$ cat config.mk
export PLATFORM = sky130hd
export DESIGN_NAME = asrc_host
export DESIGN_NICKNAME = d
export VERILOG_FILES = /design/src/pkg/asrc_pkg.sv /design/src/hw/asrc_host.sv
export SDC_FILE = /design/constraint.sdc
export NUM_CORES = 1
export LEC_CHECK = 0
export ABC_AREA = 1
export BUFFER_PORTS_ARGS = -buffer_cell sky130_fd_sc_hd__buf_4
export CAP_MARGIN = 25
export CORE_UTILIZATION = 52
export CTS_BUF_LIST = sky130_fd_sc_hd__clkbuf_8
export DETAILED_ROUTE_END_ITERATION = 12
export MAX_ROUTING_LAYER = met4
export PLACE_DENSITY = 0.78
export SETUP_SLACK_MARGIN = 0.3
export SLEW_MARGIN = 40
export SYNTH_ARGS = -nofsm -noshare
export SYNTH_HDL_FRONTEND = slang
export SYNTH_SLANG_ARGS = --single-unit
$ cat constraint.sdc
create_clock -name clk_sys_in -period 1.4 [get_ports clk_sys_in]
set_input_delay 0.21 -clock clk_sys_in [delete_from_list [all_inputs] [get_ports clk_sys_in]]
set_output_delay 0.21 -clock clk_sys_in [all_outputs]
set_load 0.01 [all_outputs]
$ cat src/pkg/asrc_pkg.sv
// Constants, states and carrier types for the async static RAM host controller
package asrc_pkg;

  // ==========================================================
  // Geometry
  localparam int ADDR_W = 16;
  localparam int DEPTH  = 65536;

  // ==========================================================
  // Timing, 45 ns speed grade, clock 100 MHz
  localparam int CLK_PERIOD_NS     = 10;
  localparam int ADDR_ACCESS_NS    = 45;  // Address and select access, max
  localparam int WRITE_PULSE_NS    = 40;  // Select and strobe to end of write, min
  localparam int DATA_SETUP_NS     = 35;  // Data valid before end of write, min
  localparam int FLOAT_NS          = 15;  // Strobe or select to float, max
  localparam int CYCLE_NS          = 45;  // Read and write cycle, min
  // Least times round up
  localparam int ACCESS_CYC = (ADDR_ACCESS_NS + CLK_PERIOD_NS - 1) / CLK_PERIOD_NS;
  localparam int WPULSE_CYC = (((WRITE_PULSE_NS > DATA_SETUP_NS) ? WRITE_PULSE_NS : DATA_SETUP_NS)
                               + CLK_PERIOD_NS - 1) / CLK_PERIOD_NS;
  localparam int FLOAT_CYC  = (FLOAT_NS + CLK_PERIOD_NS - 1) / CLK_PERIOD_NS;
  localparam int CYCLE_CYC  = (CYCLE_NS + CLK_PERIOD_NS - 1) / CLK_PERIOD_NS;
  localparam int CNT_W      = 4;

  // ==========================================================
  // Reset values of the pins
  localparam logic SEL_N_RST = 1'h1;
  localparam logic WR_N_RST  = 1'h1;

  // ==========================================================
  // Sequencer states, one-hot
  typedef enum logic [4:0] {
    ST_IDLE   = 5'h01,
    ST_RSETUP = 5'h02,
    ST_RWAIT  = 5'h04,
    ST_WPULSE = 5'h08,
    ST_RECOV  = 5'h10
  } asrc_state_t;

  // ==========================================================
  // Pins toward the RAM
  typedef struct packed {
    logic [ADDR_W-1:0] location_select_lines;
    logic              sel_n;
    logic              wr_strobe_n;
    logic              data_in;
  } asrc_pins_t;

  // User request
  typedef struct packed {
    logic              write;
    logic [ADDR_W-1:0] addr;
    logic              wdata;
  } asrc_req_t;

endpackage

$ cat src/hw/asrc_host.sv
// Host controller that reads and writes a 64K by 1 asynchronous static RAM
`timescale 1ns/1ps
module asrc_host
  import asrc_pkg::*;
(
  // Clock and reset
  input  wire logic       clk_sys_in,
  input  wire logic       rstn_in,
  // User request
  input  wire logic       req_valid_in,
  output logic            req_ready_out,
  input  wire asrc_req_t  req_in,
  // Read answer
  output logic            rd_valid_out,
  output logic            rd_data_out,
  // RAM pins
  output asrc_pins_t      ram_pins_out,
  input  wire logic       ram_data_out_in
);

  // ==========================================================
  // Elaboration checks
  // Refuse timing counts that the wait counter cannot reach
  if ((ACCESS_CYC + 2) >= (1 << CNT_W) || WPULSE_CYC >= (1 << CNT_W) ||
      FLOAT_CYC >= (1 << CNT_W) || CYCLE_CYC >= (1 << CNT_W)) begin : g_bad_timing
    $error("Timing counts exceed counter width");
  end

  // ==========================================================
  // Read data synchroniser
  logic sync1_reg, sync1_next;
  logic sync2_reg, sync2_next;

  // Two stages on the RAM output pin
  always_comb begin
    sync1_next = ram_data_out_in;
    sync2_next = sync1_reg;
  end

  always_ff @(posedge clk_sys_in) begin
    if (!rstn_in) begin
      sync1_reg <= 1'h0;
      sync2_reg <= 1'h0;
    end else begin
      sync1_reg <= sync1_next;
      sync2_reg <= sync2_next;
    end
  end

  // ==========================================================
  // Sequencer
  asrc_state_t       state_reg, state_next;
  logic [CNT_W-1:0]  cnt_reg, cnt_next;
  logic [ADDR_W-1:0] addr_reg, addr_next;
  logic              wdata_reg, wdata_next;
  logic              sel_n_reg, sel_n_next;
  logic              wr_n_reg, wr_n_next;
  logic              rdv_reg, rdv_next;
  logic              rdd_reg, rdd_next;

  assign req_ready_out = (state_reg == ST_IDLE);

  // Next state and pin values
  always_comb begin
    state_next = state_reg;
    cnt_next   = cnt_reg;
    addr_next  = addr_reg;
    wdata_next = wdata_reg;
    sel_n_next = sel_n_reg;
    wr_n_next  = wr_n_reg;
    rdv_next   = 1'h0;
    rdd_next   = rdd_reg;
    case (state_reg)
      ST_IDLE: begin
        // Address changes only here, with select and strobe high
        if (req_valid_in) begin
          addr_next  = req_in.addr;
          wdata_next = req_in.wdata;
          cnt_next   = '0;
          if (req_in.write) begin
            // Select and strobe fall together one cycle after address
            state_next = ST_WPULSE;
          end else begin
            state_next = ST_RSETUP;
          end
        end
      end
      ST_RSETUP: begin
        // Select low, strobe high: read mode
        sel_n_next = 1'h0;
        wr_n_next  = 1'h1;
        cnt_next   = '0;
        state_next = ST_RWAIT;
      end
      ST_RWAIT: begin
        // Wait access delay from select, plus synchroniser
        cnt_next = cnt_reg + 1'h1;
        if (cnt_reg == CNT_W'(ACCESS_CYC + 2)) begin
          rdv_next   = 1'h1;
          rdd_next   = sync2_reg;
          sel_n_next = 1'h1;
          cnt_next   = '0;
          state_next = ST_RECOV;
        end
      end
      ST_WPULSE: begin
        // Address and data held for the whole pulse
        sel_n_next = 1'h0;
        wr_n_next  = 1'h0;
        cnt_next   = cnt_reg + 1'h1;
        if (cnt_reg == CNT_W'(WPULSE_CYC)) begin
          // End write by raising strobe and select together
          sel_n_next = 1'h1;
          wr_n_next  = 1'h1;
          cnt_next   = '0;
          state_next = ST_RECOV;
        end
      end
      ST_RECOV: begin
        // Deselected standby for float time, counted from FLOAT_CYC but at least one
        cnt_next = cnt_reg + 1'h1;
        if (cnt_reg == CNT_W'(((FLOAT_CYC > 1) ? FLOAT_CYC : 1))) begin
          cnt_next   = '0;
          state_next = ST_IDLE;
        end
      end
      default: begin
        state_next = ST_IDLE;
        sel_n_next = 1'h1;
        wr_n_next  = 1'h1;
      end
    endcase
  end

  // Register the sequencer
  always_ff @(posedge clk_sys_in) begin
    if (!rstn_in) begin
      state_reg <= ST_IDLE;
      cnt_reg   <= '0;
      addr_reg  <= '0;
      wdata_reg <= 1'h0;
      sel_n_reg <= SEL_N_RST;   // Standby from reset
      wr_n_reg  <= WR_N_RST;
      rdv_reg   <= 1'h0;
      rdd_reg   <= 1'h0;
    end else begin
      state_reg <= state_next;
      cnt_reg   <= cnt_next;
      addr_reg  <= addr_next;
      wdata_reg <= wdata_next;
      sel_n_reg <= sel_n_next;
      wr_n_reg  <= wr_n_next;
      rdv_reg   <= rdv_next;
      rdd_reg   <= rdd_next;
    end
  end

  // Output drive
  assign ram_pins_out.location_select_lines = addr_reg;
  assign ram_pins_out.sel_n                 = sel_n_reg;
  assign ram_pins_out.wr_strobe_n           = wr_n_reg;
  assign ram_pins_out.data_in               = wdata_reg;
  assign rd_valid_out                       = rdv_reg;
  assign rd_data_out                        = rdd_reg;
endmodule

# == Yosys cells after proc, flatten, opt, wreduce, memory -nomap -nowiden ==
# Cells that the tools add are included.
# op_classes
mux,16
n_bitwise,1
add_sub_neg,1
n_reduce_logical,9
n_eq_ne,12
# op_table
cell,count
case mux 5 bit (5 select lines),1
two-way mux 4 bit,5
two-way mux 5 bit,4
case mux 4 bit (5 select lines),1
AND reduction 2 bit,5
equality test 4 x 3 -> 1 bit (second input constant),2
inequality test 2 bit (second input constant),4
equality test 5 x 1 -> 1 bit (second input constant),1
equality test 5 x 2 -> 1 bit (second input constant),1
equality test 5 x 3 -> 1 bit (second input constant),1
equality test 5 x 4 -> 1 bit (second input constant),1
equality test 5 bit (second input constant),1
nonzero test 5 bit,1
adder 4 x 1 -> 4 bit (second input constant),1
equality test 4 x 2 -> 1 bit (second input constant),1
case mux 1 bit (4 select lines),1
AND reduction 4 bit,1
two-way mux 1 bit,3
OR reduction 3 bit,1
case mux 1 bit (2 select lines),1
OR reduction 2 bit,1
NOT 1 bit,1
# totals
out_inout_bits,22
in_bits,22
elab_cells,49
reg_bits,32

# == Logic depth before layout (Yosys ltp) ==
# Gate-level depths: netlist of run 1.
# logic_depth
ltp_word,4
depth_mapped,10
depth_no_buf,10

# == Least setup slack after synthesis of run 1 ==
# OpenSTA, ideal clock, no wires.
# synth_timing
path_type,register -> register
start,register cnt_reg[1]
end,register state_reg[4]
path_slack_ns,0.149
n_path_buf,0
setup_time_ns,0.113
arrival_time_ns,1.139
required_time_ns,1.287
path_stages_with_launch,11
synth_period_minus_slack_ns,1.251
path_cell_list,dfxtp_1 -> ha_1 -> nand2_1 -> inv_1 -> nand2_1 -> nand2_2 -> nand2_1 -> nor2_1 -> nand2_1 -> nand2_1 -> nor2_1
# synth_between
elab_chain_cells,3
word_cells_on_any_way,7
cone_classes,6 x eq/ne; 1 x reduce/logical
# synth_lines
item,line,text
from (decl),asrc_host.sv:53,"logic [CNT_W-1:0] cnt_reg, cnt_next;"
from (signal assigned),asrc_host.sv:148,cnt_reg <= cnt_next;
equality test 4 x 2 -> 1 bit (tied with other cells),asrc_host.sv:122,if (cnt_reg == CNT_W'(((FLOAT_CYC > 1) ? FLOAT_CYC : 1))) begin
inequality test 2 bit (no line),--,
AND reduction 4 bit (no line) *,--,
to (signal assigned),asrc_host.sv:147,state_reg <= state_next;
to (decl),asrc_host.sv:52,"asrc_state_t state_reg, state_next;"
# Every way passes the cells marked *; elsewhere a longest branch is shown, timed or not.
# A chain may end at the register's enable or synchronous reset.

# == Final worst setup path of run 1 ==
# layout_timing
start,register state_reg[0]
end,register cnt_reg[3]
# layout_between
elab_chain_cells,3
word_cells_on_any_way,9
cone_classes,6 x eq/ne; 1 x mux; 2 x reduce/logical
# layout_lines
item,line,text
equality test 5 x 1 -> 1 bit (tied with other cells),asrc_host.sv:73,case (state_reg)
nonzero test 5 bit (no line) or inequality test 2 bit (tied branches),--,
AND reduction 2 bit (no line),--,
# Parallel ways exist; a longest one is shown, timed or not.

==> flow_summary.toml, run 1 <==
[run_status]
status = "finished clean"

[cts]
cts_sinks = 32
cts_tree = "built"
numCtsBuffers = 5
postCtsHoldBufs = 0
htree_levels = 2
clock_latency_ps = 290
clkTransAtPathRegs_ps = 60
clock_path_buffers = 2
root_buffer = "clkbuf_8"

[power_and_ir_drop]
power_leakage_nw = 1.012
max-vdd-ir-drop_v = 0.001382
powerDensity_nw_per_um2 = 1491

[routing]
drcViolationCount = 0
drtPass1Iterations = 4
ant_nets = 0
wl_per_cell_um = 13.58
drtIter0Drc = 39
vias = 1443
drt-vias-per-instance = 5.135
totalWireLength_mm = 3.816

[die]
start_util = 0.5659
die_w_um = 54.63
coreArea_um2 = 2545
placementRows = 18
ios = 44
dieHeight_um = 54.63
dieArea_um2 = 2984

[timing]
maxSlewViolCount = 0
max_freq_mhz = 714.5
setup_violations = 0
hold_viol = 0
rsz0062_at_grt = "true"
setup_slack_ps = 0.4134
tightest_slew_ps = 338.9
post-route-period-util = 0.9997
min_period_ps = 1400
slew_headroom = 0.7738
fin_skew_ps = 4.816

[logic_synthesis]
netlist_top_cells_area = "dfxtp_1 44%, nor2_1 12%, nand2_1 7.0%, o21ai_0 4.2%, inv_1 3.9%"
avgSynthCellArea_um2 = 7.540
ys_ff_latch = 32
ys_warn_count = 0
syn_area_um2 = 1440
synth_most_common_cell = "nor2_1"
synth_edf_count = 0
synth_top_area_frac = 0.4448
ys_top_cells_by_count = "47 x nor2_1, 32 x dfxtp_1, 27 x nand2_1"
synth_nets = 216
synth_cells = 191
yosys.area.top_type = "dfxtp_1"
synthArstFlopShare = 0
seq_area_frac_synth = 0.4448
synth-main-ff-cell = "dfxtp_1"
ys_types = 25

[grt]
gr-usage-all-layers = 0.2698
grt_max_degree = 26
antenna_found_initial = 0
grt_pass1_vias = 1274
grt-ovfl-total = 0
grt_pass1_wl_mm = 5.354

[finish]
final_layout_size_suffix_gt1_frac = 0.4382
syn_to_final_growth_pct = 49.87
fin_area_um2 = 2158
fill_cells = 157
largest_register_ffs = 16
nNetsFinal = 276
diodes = 0

[place]
place_ws_ps = 59.04
dpl_cell_area_um2 = 1862
port-buffer-count = 43
gp_congestion = 0.8559
post-dp-hpwl_mm = 2.366

[worst_setup_path]
crit_arrival_ps = 1620
critical-path-max-stage-delay_ps = 360
cp_max_fo = 6
critPathKind = "flip-flop to flip-flop"
path_cells = "nor2_4 > nand2_4 > nor2_4 > nand2_4 > o211ai_1 > nand2_1 > a21oi_2"
cp-end-kind = "flip-flop"
worstSetupStartpointType = "flip-flop"
crit_required_ps = 1620
slowest_stage = "dfxtp_4"

[job]
max-cap-violations = 0

[worst_hold_path]
hp-class = "input pin to flip-flop"
-- report_power, final --
| part | total, W | internal, W | switching (W) |
|---|---|---|---|
| Sequential | 0.00120 | 0.00108 | 0.000116 |
| Combinational | 0.00136 | 0.000671 | 0.000686 |
| Clock | 0.000660 | 0.000330 | 0.000330 |
| Total | 0.00322 | 0.00209 | 0.00113 |
-- area by class of cell --
type | instances | area, µm² | area share
clock buffers | 5 | 68.82 | 0.03188
clock inverters | 2 | 8.758 | 0.004058
inverters | 17 | 71.32 | 0.03304
multi-input cells | 135 | 807.0 | 0.3739
flip-flops and latches | 32 | 660.6 | 0.3061
well taps | 30 | 37.54 | 0.01739
repair buffers | 60 | 504.2 | 0.2336
-- path summary, 6_finish.rpt --
kind                            cells past startpoint  slack (ps)          to       startpoint
worst min-delay path                                3         110   sync1_reg  ram_data_out_in
worst min register to register                      2         420   sync2_reg        sync1_reg
worst max-delay path                                7         0.4  cnt_reg[3]     state_reg[0]
worst max register to register                      7         0.4  cnt_reg[3]     state_reg[0]
-- cells in the final DEF (no fill, tap or decap), types with 2 or more instances in the layout --
master | Yosys | layout
nor2_4 | 3 | 7
nand2_2 | 4 | 4
buf_6 | 2 | 3
clkbuf_8 | 0 | 5
inv_1 | 15 | 11
a21oi_2 | 0 | 2
buf_4 | 3 | 54
inv_4 | 1 | 3
dfxtp_2 | 0 | 4
o21ai_1 | 9 | 11
o21ai_0 | 12 | 9
nand3_2 | 0 | 3
nand2_4 | 0 | 5
nand3b_1 | 2 | 2
nand3_1 | 11 | 8
dfxtp_4 | 0 | 4
nor2_1 | 47 | 45
ha_4 | 0 | 3
nand2_1 | 27 | 22
a21oi_1 | 7 | 5
inv_2 | 1 | 4
buf_12 | 0 | 2
dfxtp_1 | 32 | 24
-- metrics by stage --
stage	util	std cells	setup TNS (ps)	hold WS [ps]	power, W
floorplan	-	191	0	279.7	0.001920
global placement	0.7316	259	0	394.0	0.002244
detailed placement	0.7316	259	0	396.5	0.002272
CTS	0.8097	276	0	92.72	0.003103
global route	0.8481	281	-178.1	104.6	0.003412
finish	0.8481	281	0	105.5	0.003218
-- per-layer routing --
layer / vias up / track usage / wire (µm) / part of all wire
li1: 722 / - / - / -
met1: 671 / 0.2809 / 1526 / 0.40
met2: 40 / 0.4618 / 2045 / 0.54
met3: 10 / 0.09444 / 178 / 0.047
met4: 0 / 0.1026 / 65 / 0.017
met5: - / - / 0 / 0
-- worst max-delay path: cells and delay by family (launching register included) --
family             cells  cell delay [ps]
and+or+nand+nor        5              650
DFF                    1              360
AOI/OAI and AO/OA      2              310
-- what timing repair did --
action	CTS	global route
gates cloned	0	1
endpoints found under the setup margin	31	31
pin swaps	13	7
setup buffers	10	4
resized for setup	13	12
-- cell families after synthesis --
group | synth area share
AO/OA/AOI/OAI | 0.1025
buffers and inverters | 0.08253
AND/OR/NAND/NOR | 0.3319
adder cells (fa/ha/maj) | 0.02607
XOR/XNOR | 0.01217
flip-flops | 0.4448
No activity file was read; power rests on OpenSTA's default activity.
==> run 2, diff against run 1 <==
--- a/config.mk
+++ b/config.mk
@@ -6,5 +6,4 @@
 export NUM_CORES = 1
 export LEC_CHECK = 0
-export ABC_AREA = 1
 export BUFFER_PORTS_ARGS = -buffer_cell sky130_fd_sc_hd__buf_4
 export CAP_MARGIN = 25
==> constraint.sdc (replaced) <==
create_clock -name clk_sys_in -period 1.4 [get_ports clk_sys_in]
set_input_delay 0.21 -clock clk_sys_in [delete_from_list [all_inputs] [get_ports clk_sys_in]]
set_output_delay 0.21 -clock clk_sys_in [all_outputs]
set_load 0.1 [all_outputs]
==> run 2 against run 1 <==
  * The flow now stops in 5_1_grt
  * Synthesized cell count shrank 17%
  * Synthesized area shrank 2.1%
==> flow_summary.toml, run 2 <==
[cts]
root_buffer = "clkbuf_8"
postCtsHoldBufs = 0
htree_levels = 2
clock_path_buffers = 2
cts_sinks = 32
numCtsBuffers = 5

[logic_synthesis]
synth_top_area_frac = 0.4543
synth_xor_area_frac = 0
synthArstFlopShare = 0
ys_top_cells_by_count = "39 x nand2_1, 32 x dfxtp_1, 17 x a21boi_0"
synth_cells = 159
synth_top_family_by_area = "simple AND/OR/NAND/NOR gates"
synthSimpleGateAreaFrac = 0.2946
ys_ff_latch = 32
ys_types = 36
synth_adder_area_share = 0.02662
seq_area_frac_synth = 0.4543
netlist_top_cells_area = "dfxtp_1 45%, nand2_1 10%, a21boi_0 9.1%, ha_1 2.7%, nor2_1 1.9%"
synth_nets = 184
synthMuxAreaShare = 0
synth-main-ff-cell = "dfxtp_1"
synth_most_common_cell = "nand2_1"
synth-compound-area-share = 0.1801
yosys.area.top_type = "dfxtp_1"
ys_warn_count = 0
syn_area_um2 = 1410
synth_edf_count = 0
avgSynthCellArea_um2 = 8.869

[run_status]
haltStage = "5_1_grt"
status = "aborted with a tool error"
error = "[ERROR DPL-0038] Utilization greater than 100%, impossible to legalize"

[grt]
grt_max_degree = 33

[die]
ios = 44
placementRows = 18
start_util = 0.5590
die_w_um = 54.08
dieHeight_um = 54.08

[place]
place_ws_ps = -258.6
post-dp-hpwl_mm = 2.323
gp_congestion = 0.8045
port-buffer-count = 43

[timing]
worstEndpointGrtRepair = "cnt_reg[3]$_SDFFE_PN0P_/D"
worst_endpoint_kind = "sequential cell input"
==> run 2: changes by cell type after synthesis, moves of 4 or more <==
cell / delta
nor2_1: -40
a21boi_0: +17
inv_1: -12
nand2_1: +12
nand3_1: -9
o21ai_1: -9
o21ai_0: -8
nand2_2: -4
==> run 2: repair_timing <==
action                                  in CTS
pin swaps                                   14
buffers inserted                             6
endpoints found under the setup margin      50
resized for setup                           39
cloned                                       4
==> run 2: kinds of logic after synthesis <==
logic type               after synthesis
AND/OR/NAND/NOR                       76
AO/OA/AOI/OAI                         35
flip-flops                            32
buffers and inverters                 13
adder cells (fa/ha/maj)                3
==> run 2: through the flow <==
stage / std cells / hold WS (ps) / instance area, µm²
2_1_floorplan: 159 / 278.4 / 1488
3_3_place_gp: 240 / 380.8 / 1921
3_5_place_dp: 240 / 381.5 / 1921
4_1_cts: 258 / 77.41 / 2298
==> run 3, diff against run 2 <==
CORE_AREA = 2 2 63 65   (was not set)
CORE_UTILIZATION = not set   (was 52)
CTS_BUF_LIST = not set   (was sky130_fd_sc_hd__clkbuf_8)
DIE_AREA = 0 0 65 67   (was not set)
MAX_ROUTING_LAYER = not set   (was met4)
PLACE_DENSITY = not set   (was 0.78)
PLACE_DENSITY_LB_ADDON = 0.15   (was not set)
SETUP_SLACK_MARGIN = not set   (was 0.3)
==> run 3 against run 2 <==
  * The flow now finishes, with violations (setup timing)
  * Synthesized cell count unchanged
  * Synthesized area unchanged
==> flow_summary.toml, run 3 <==
[run_status]
status = "complete, but fails checks"
violations = "setup timing"

[finish]
largest_register_ffs = 16
final_util = 0.6683
final_common_cell = "buf_4"
syn_to_final_growth_pct = 70.90
fill_cells = 281
final_layout_size_suffix_gt1_frac = 0.5837
stdcell_count = 281
diodes = 0
nNetsFinal = 257
final_cell_mix = "63 x buf_4, 25 x dfxtp_1, 19 x nand2_1"

[die]
coreArea_um2 = 3606
dieHeight_um = 67
start_util = 0.3910
placementRows = 22
die_w_um = 65
dieArea_um2 = 4355
ios = 44

[cts]
cts_tree = "built"
root_buffer = "clkbuf_8"
clock_path_buffers = 2
clkTransAtPathRegs_ps = 70
cts_sinks = 32
clock_latency_ps = 290
numCtsBuffers = 5
htree_levels = 2
postCtsHoldBufs = 0

[power_and_ir_drop]
powerDensity_nw_per_um2 = 1083
combPwrFrac = 0.331
power_leakage_nw = 1.068
swShare = 0.3611
max-vdd-ir-drop_v = 0.0006952
p_seq_frac = 0.385
p_sw_w = 0.0009421
p_clk_frac = 0.284
p_int_w = 0.001667

[logic_synthesis]
synthArstFlopShare = 0
ys_warn_count = 0
synth_edf_count = 0
synth_top_area_frac = 0.4543
seq_area_frac_synth = 0.4543
avgSynthCellArea_um2 = 8.869
ys_top_cells_by_count = "39 x nand2_1, 32 x dfxtp_1, 17 x a21boi_0"
synth_cells = 159
netlist_top_cells_area = "dfxtp_1 45%, nand2_1 10%, a21boi_0 9.1%, ha_1 2.7%, nor2_1 1.9%"
synth_most_common_cell = "nand2_1"
syn_area_um2 = 1410
synth-main-ff-cell = "dfxtp_1"
ys_ff_latch = 32
yosys.area.top_type = "dfxtp_1"
synth_nets = 184
ys_types = 36

[place]
dp.cells = 259
port-buffer-count = 43
gp_congestion = 0.8771
post-dp-hpwl_mm = 2.453

[worst_setup_path]
crit_start = "state_reg[1]"
r2r_start = "state_reg[1]"
crit_arrival_ps = 1830
cp_max_fo = 4
crit_required_ps = 1640
critPathKind = "flip-flop to flip-flop"
worstSetupStartpointType = "flip-flop"
cp-end-kind = "flip-flop"
r2r_slack_ps = -190

[worst_hold_path]
hp-class = "input pin to flip-flop"
hold_path.startpoint = "req_in[17]"

[grt]
use_met2 = 0.3441
antenna_found_initial = 0
grt_max_degree = 33
gr-usage-all-layers = 0.1920
met1_usage = 0.2145
top_usage_layer = "met2"
grt-ovfl-total = 0
grt_pass1_vias = 1405
gr-usage-met3 = 0.05068
grt_pass1_wl_mm = 6.327

[timing]
setup_slack_ps = -193.2
min_period_ps = 1593
whs_ps = 99.52
tightest_slew_ps = 407.3
rsz0062_at_grt = "true"
slew_headroom = 0.7273
max_freq_mhz = 627.7
setup_violations = 29
fin_skew_ps = 3.601
hold_viol = 0
maxSlewViolCount = 0
post-route-period-util = 1.138

[routing]
ant_nets = 0
totalWireLength_mm = 4.062
drcViolationCount = 0
drt-vias-per-instance = 4.918
wl_per_cell_um = 14.46
drtPass1Iterations = 4
vias = 1382
drtIter0Drc = 26

[job]
max-cap-violations = 0
-- run 3: cell counts after synthesis --
No cell type changed its count.
-- run 3: path summary, 6_finish.rpt --
kind / endpoint / cells past startpoint
max: cnt_reg[3] / 5
min: state_reg[1] / 2
max reg2reg: cnt_reg[3] / 5
min reg2reg: sync2_reg / 1
-- run 3: per-layer routing --
metal	share of wire	vias up	routed length (µm)
li1	-	691	-
met1	0.44	652	1794
met2	0.50	34	2039
met3	0.045	5	183
met4	0.011	0	44
met5	0	-	0
-- run 3: cell type report --
type,instances,area (µm²),area share
clock inverters,2,10.01,0.004154
multi-input cells,116,947.2,0.3930
well taps,48,60.06,0.02492
repair buffers,74,644.4,0.2674
flip-flops and latches,32,654.4,0.2715
clock buffers,6,82.58,0.03427
inverters,3,11.26,0.004673
-- run 3: metrics by stage --
| stage | cell area, µm² | setup slack, ps | total power [W] | TNS (ps) |
|---|---|---|---|---|
| final | 2410 | -193.2 | 0.002609 | -2311 |
| after floorplan | 1478 | -191.4 | 0.001504 | -3634 |
| after CTS | 2233 | -184.5 | 0.002522 | -2298 |
| after global routing | 2410 | -280.5 | 0.002716 | -3807 |
| after global placement | 1941 | -198.5 | 0.001659 | -1595 |
| after detailed placement | 1941 | -274.0 | 0.001670 | -1976 |
-- run 3: cells by family (layout without fill, tap and decap cells) --
| family | after synthesis | count (layout) | share of synthesized area |
|---|---|---|---|
| buffers and inverters | 13 | 85 | 0.04437 |
| AND/OR/NAND/NOR | 76 | 78 | 0.2946 |
| AO/OA/AOI/OAI | 35 | 35 | 0.1801 |
| adder cells (fa/ha/maj) | 3 | 3 | 0.02662 |
| flip-flops | 32 | 32 | 0.4543 |
-- run 3: critical path, cell delays in order, from the launching register on --
cell	delay [ps]
dfxtp_2	330
or4b_4	580
nor3_4	240
o31ai_4	130
nor3_2	150
a211o_1	110
-- run 3: power groups by stage --
stage               logic [W]  registers [W]  clock network (W)
finish               0.000864        0.00100           0.000742
global route         0.000902        0.00101           0.000804
CTS                  0.000779       0.000989           0.000755
detailed placement   0.000662        0.00101                  0
global placement     0.000654        0.00100                  0
floorplan            0.000240        0.00126                  0
-- run 3: repair_timing --
action                     CTS  global route
buffers inserted             8             2
cloned                       3             1
gates resized for setup     27            41
setup endpoints to repair   29            30
pin swaps                   10            33
==> run 4, diff against run 3 <==
CELL_PAD_IN_SITES_DETAIL_PLACEMENT = 0   (was not set)
CELL_PAD_IN_SITES_GLOBAL_PLACEMENT = 1   (was not set)
CORE_AREA = not set   (was 2 2 63 65)
CORE_UTILIZATION = 36   (was not set)
DIE_AREA = not set   (was 0 0 65 67)
==> run 4 against run 3 <==
  * The flow still finishes with violations (setup timing)
  * Sequential power about the same
  * Die area down 4.2%
  * Non-clock buffer count down 9
  * Clock power up 5.9%
  * Via count down 4.9%
  * Register-to-register slack worse by 20 ps
  * Critical path depth unchanged
  * Wire length down 8.5%
  * Largest cell class unchanged
  * Total power down 2.7%
  * Design area down 7.0%
  * Hold slack about the same
  * Utilization down 6.5 points
  * Largest power group unchanged
==> flow_summary.toml, run 4 (synthesized netlist as in run 3, its figures left out) <==
[timing]
post-route-period-util = 1.153
rsz0062_at_grt = "true"
min_period_ps = 1615
max_freq_mhz = 619.4
tightest_slew_ps = 390.9
whs_ps = 99.88
setup_tns_ps = -1578
hold_viol = 0
setup_violations = 12
fin_skew_ps = 2.242
slew_headroom = 0.7383
maxSlewViolCount = 0
setup_slack_ps = -214.6

[power_and_ir_drop]
swShare = 0.3433
combPwrFrac = 0.301
p_clk_frac = 0.310
power_leakage_nw = 0.9544
p_seq_frac = 0.390
p_sw_w = 0.0008716
p_int_w = 0.001667
max-vdd-ir-drop_v = 0.0006864
powerDensity_nw_per_um2 = 1133

[finish]
fin_area_um2 = 2241
diodes = 0
final_cell_mix = "60 x buf_4, 31 x nand2_1, 25 x dfxtp_1"
final_common_cell = "buf_4"
largest_register_ffs = 16
final_layout_size_suffix_gt1_frac = 0.5179
syn_to_final_growth_pct = 58.92
stdcell_count = 272
nNetsFinal = 248

[place]
dp.cells = 259
dpl_cell_area_um2 = 1941
port-buffer-count = 43
post-dp-hpwl_mm = 2.411
gp_congestion = 0.8174
place_ws_ps = -246.5

[grt]
gr-usage-all-layers = 0.1792
antenna_found_initial = 0
grt-ovfl-total = 0
grt_pass1_wl_mm = 5.616
met1_usage = 0.2013
grt_max_degree = 33
grt_pass1_vias = 1287
gr-usage-met3 = 0.05458
top_usage_layer = "met2"
use_met2 = 0.3079

[routing]
wl_per_cell_um = 13.66
drtIter0Drc = 49
totalWireLength_mm = 3.715
ant_nets = 0
vias = 1314
drt-vias-per-instance = 4.831
drcViolationCount = 0
drtPass1Iterations = 4

[cts]
clkTransAtPathRegs_ps = 60
cts_sinks = 32
numCtsBuffers = 5
cts_tree = "built"
root_buffer = "clkbuf_8"
clock_path_buffers = 2
clock_latency_ps = 280
postCtsHoldBufs = 0
htree_levels = 2

[job]
max-cap-violations = 0

[die]
placementRows = 22
dieHeight_um = 64.59
coreArea_um2 = 3716
ios = 44
dieArea_um2 = 4171
start_util = 0.3795
die_w_um = 64.59

[worst_setup_path]
r2r_start = "state_reg[3]"
critPathKind = "flip-flop to flip-flop"
crit_required_ps = 1630
r2r_slack_ps = -210
cp-end-kind = "flip-flop"
crit_arrival_ps = 1850
cp_max_fo = 5
r2r_cells = 5
r2r-end = "cnt_reg[3]"
worstSetupStartpointType = "flip-flop"

[worst_hold_path]
hold_path.startpoint = "req_in[17]"
hold_path_end = "state_reg[1]"
hp-class = "input pin to flip-flop"
holdPathStages = 2

[run_status]
status = "complete, but fails checks"
violations = "setup timing"
[run 4: cell types whose count changed in the layout (fill, tap and decap cells not counted), sizes merged]
cell | before | now
buf | 73 | 65
clkinv | 2 | 1
[run 4: per-layer routing]
| metal | vias to the layer above | wire (µm) | part of all wire |
|---|---|---|---|
| li1 | 673 | - | - |
| met1 | 604 | 1622 | 0.44 |
| met2 | 30 | 1863 | 0.50 |
| met3 | 7 | 167 | 0.045 |
| met4 | 0 | 61 | 0.016 |
| met5 | - | 0 | 0 |
[run 4: critical path: stages, from the launching register on]
cell and delay [ps]:
dfxtp_2 320, or4b_4 590, nor3_4 280, o31ai_4 110, nor3_2 150, a211o_1 110
[run 4: timing repair]
item / CTS / global route
buffers inserted: 2 / 2
gates resized for setup: 18 / 26
gates cloned: 0 / 2
endpoints found under the setup margin: 22 / 30
pin swaps: 12 / 17
[run 4: layout make-up]
| cell class | count | area, µm² |
|---|---|---|
| multi-input cells | 116 | 890.9 |
| well taps | 48 | 60.06 |
| fillers | 336 | 1475 |
| inverters | 3 | 11.26 |
| flip-flops and latches | 32 | 651.9 |
| clock buffers | 7 | 97.59 |
| repair buffers | 65 | 524.3 |
| clock inverters | 1 | 5.005 |
[run 4: worst max path at each step]
stage	from	end	slack [ps]	depth (start not counted)
global route	cnt_reg[0]	cnt_reg[3]	-270	7
finish	state_reg[3]	cnt_reg[3]	-210	5
detailed placement	cnt_reg[1]	cnt_reg[3]	-250	6
CTS	cnt_reg[0]	cnt_reg[3]	-200	7
global placement	state_reg[1]	cnt_reg[1]	-210	5
floorplan	state_reg[4]	addr_reg[0]	-190	7
[run 4: power by group through the flow]
stage          sequential [W]  combinational (W)  clock [W]
2_1_floorplan         0.00126           0.000240          0
3_3_place_gp          0.00100           0.000661          0
3_5_place_dp          0.00101           0.000670          0
4_1_cts              0.000987           0.000698   0.000820
5_1_grt              0.000994           0.000804   0.000864
6_report             0.000989           0.000764   0.000786
[run 4: stage by stage]
step	total power (W)	util
global route	0.002662	0.6030
global placement	0.001665	0.5222
CTS	0.002505	0.5707
floorplan	0.001504	-
detailed placement	0.001677	0.5222
finish	0.002539	0.6030
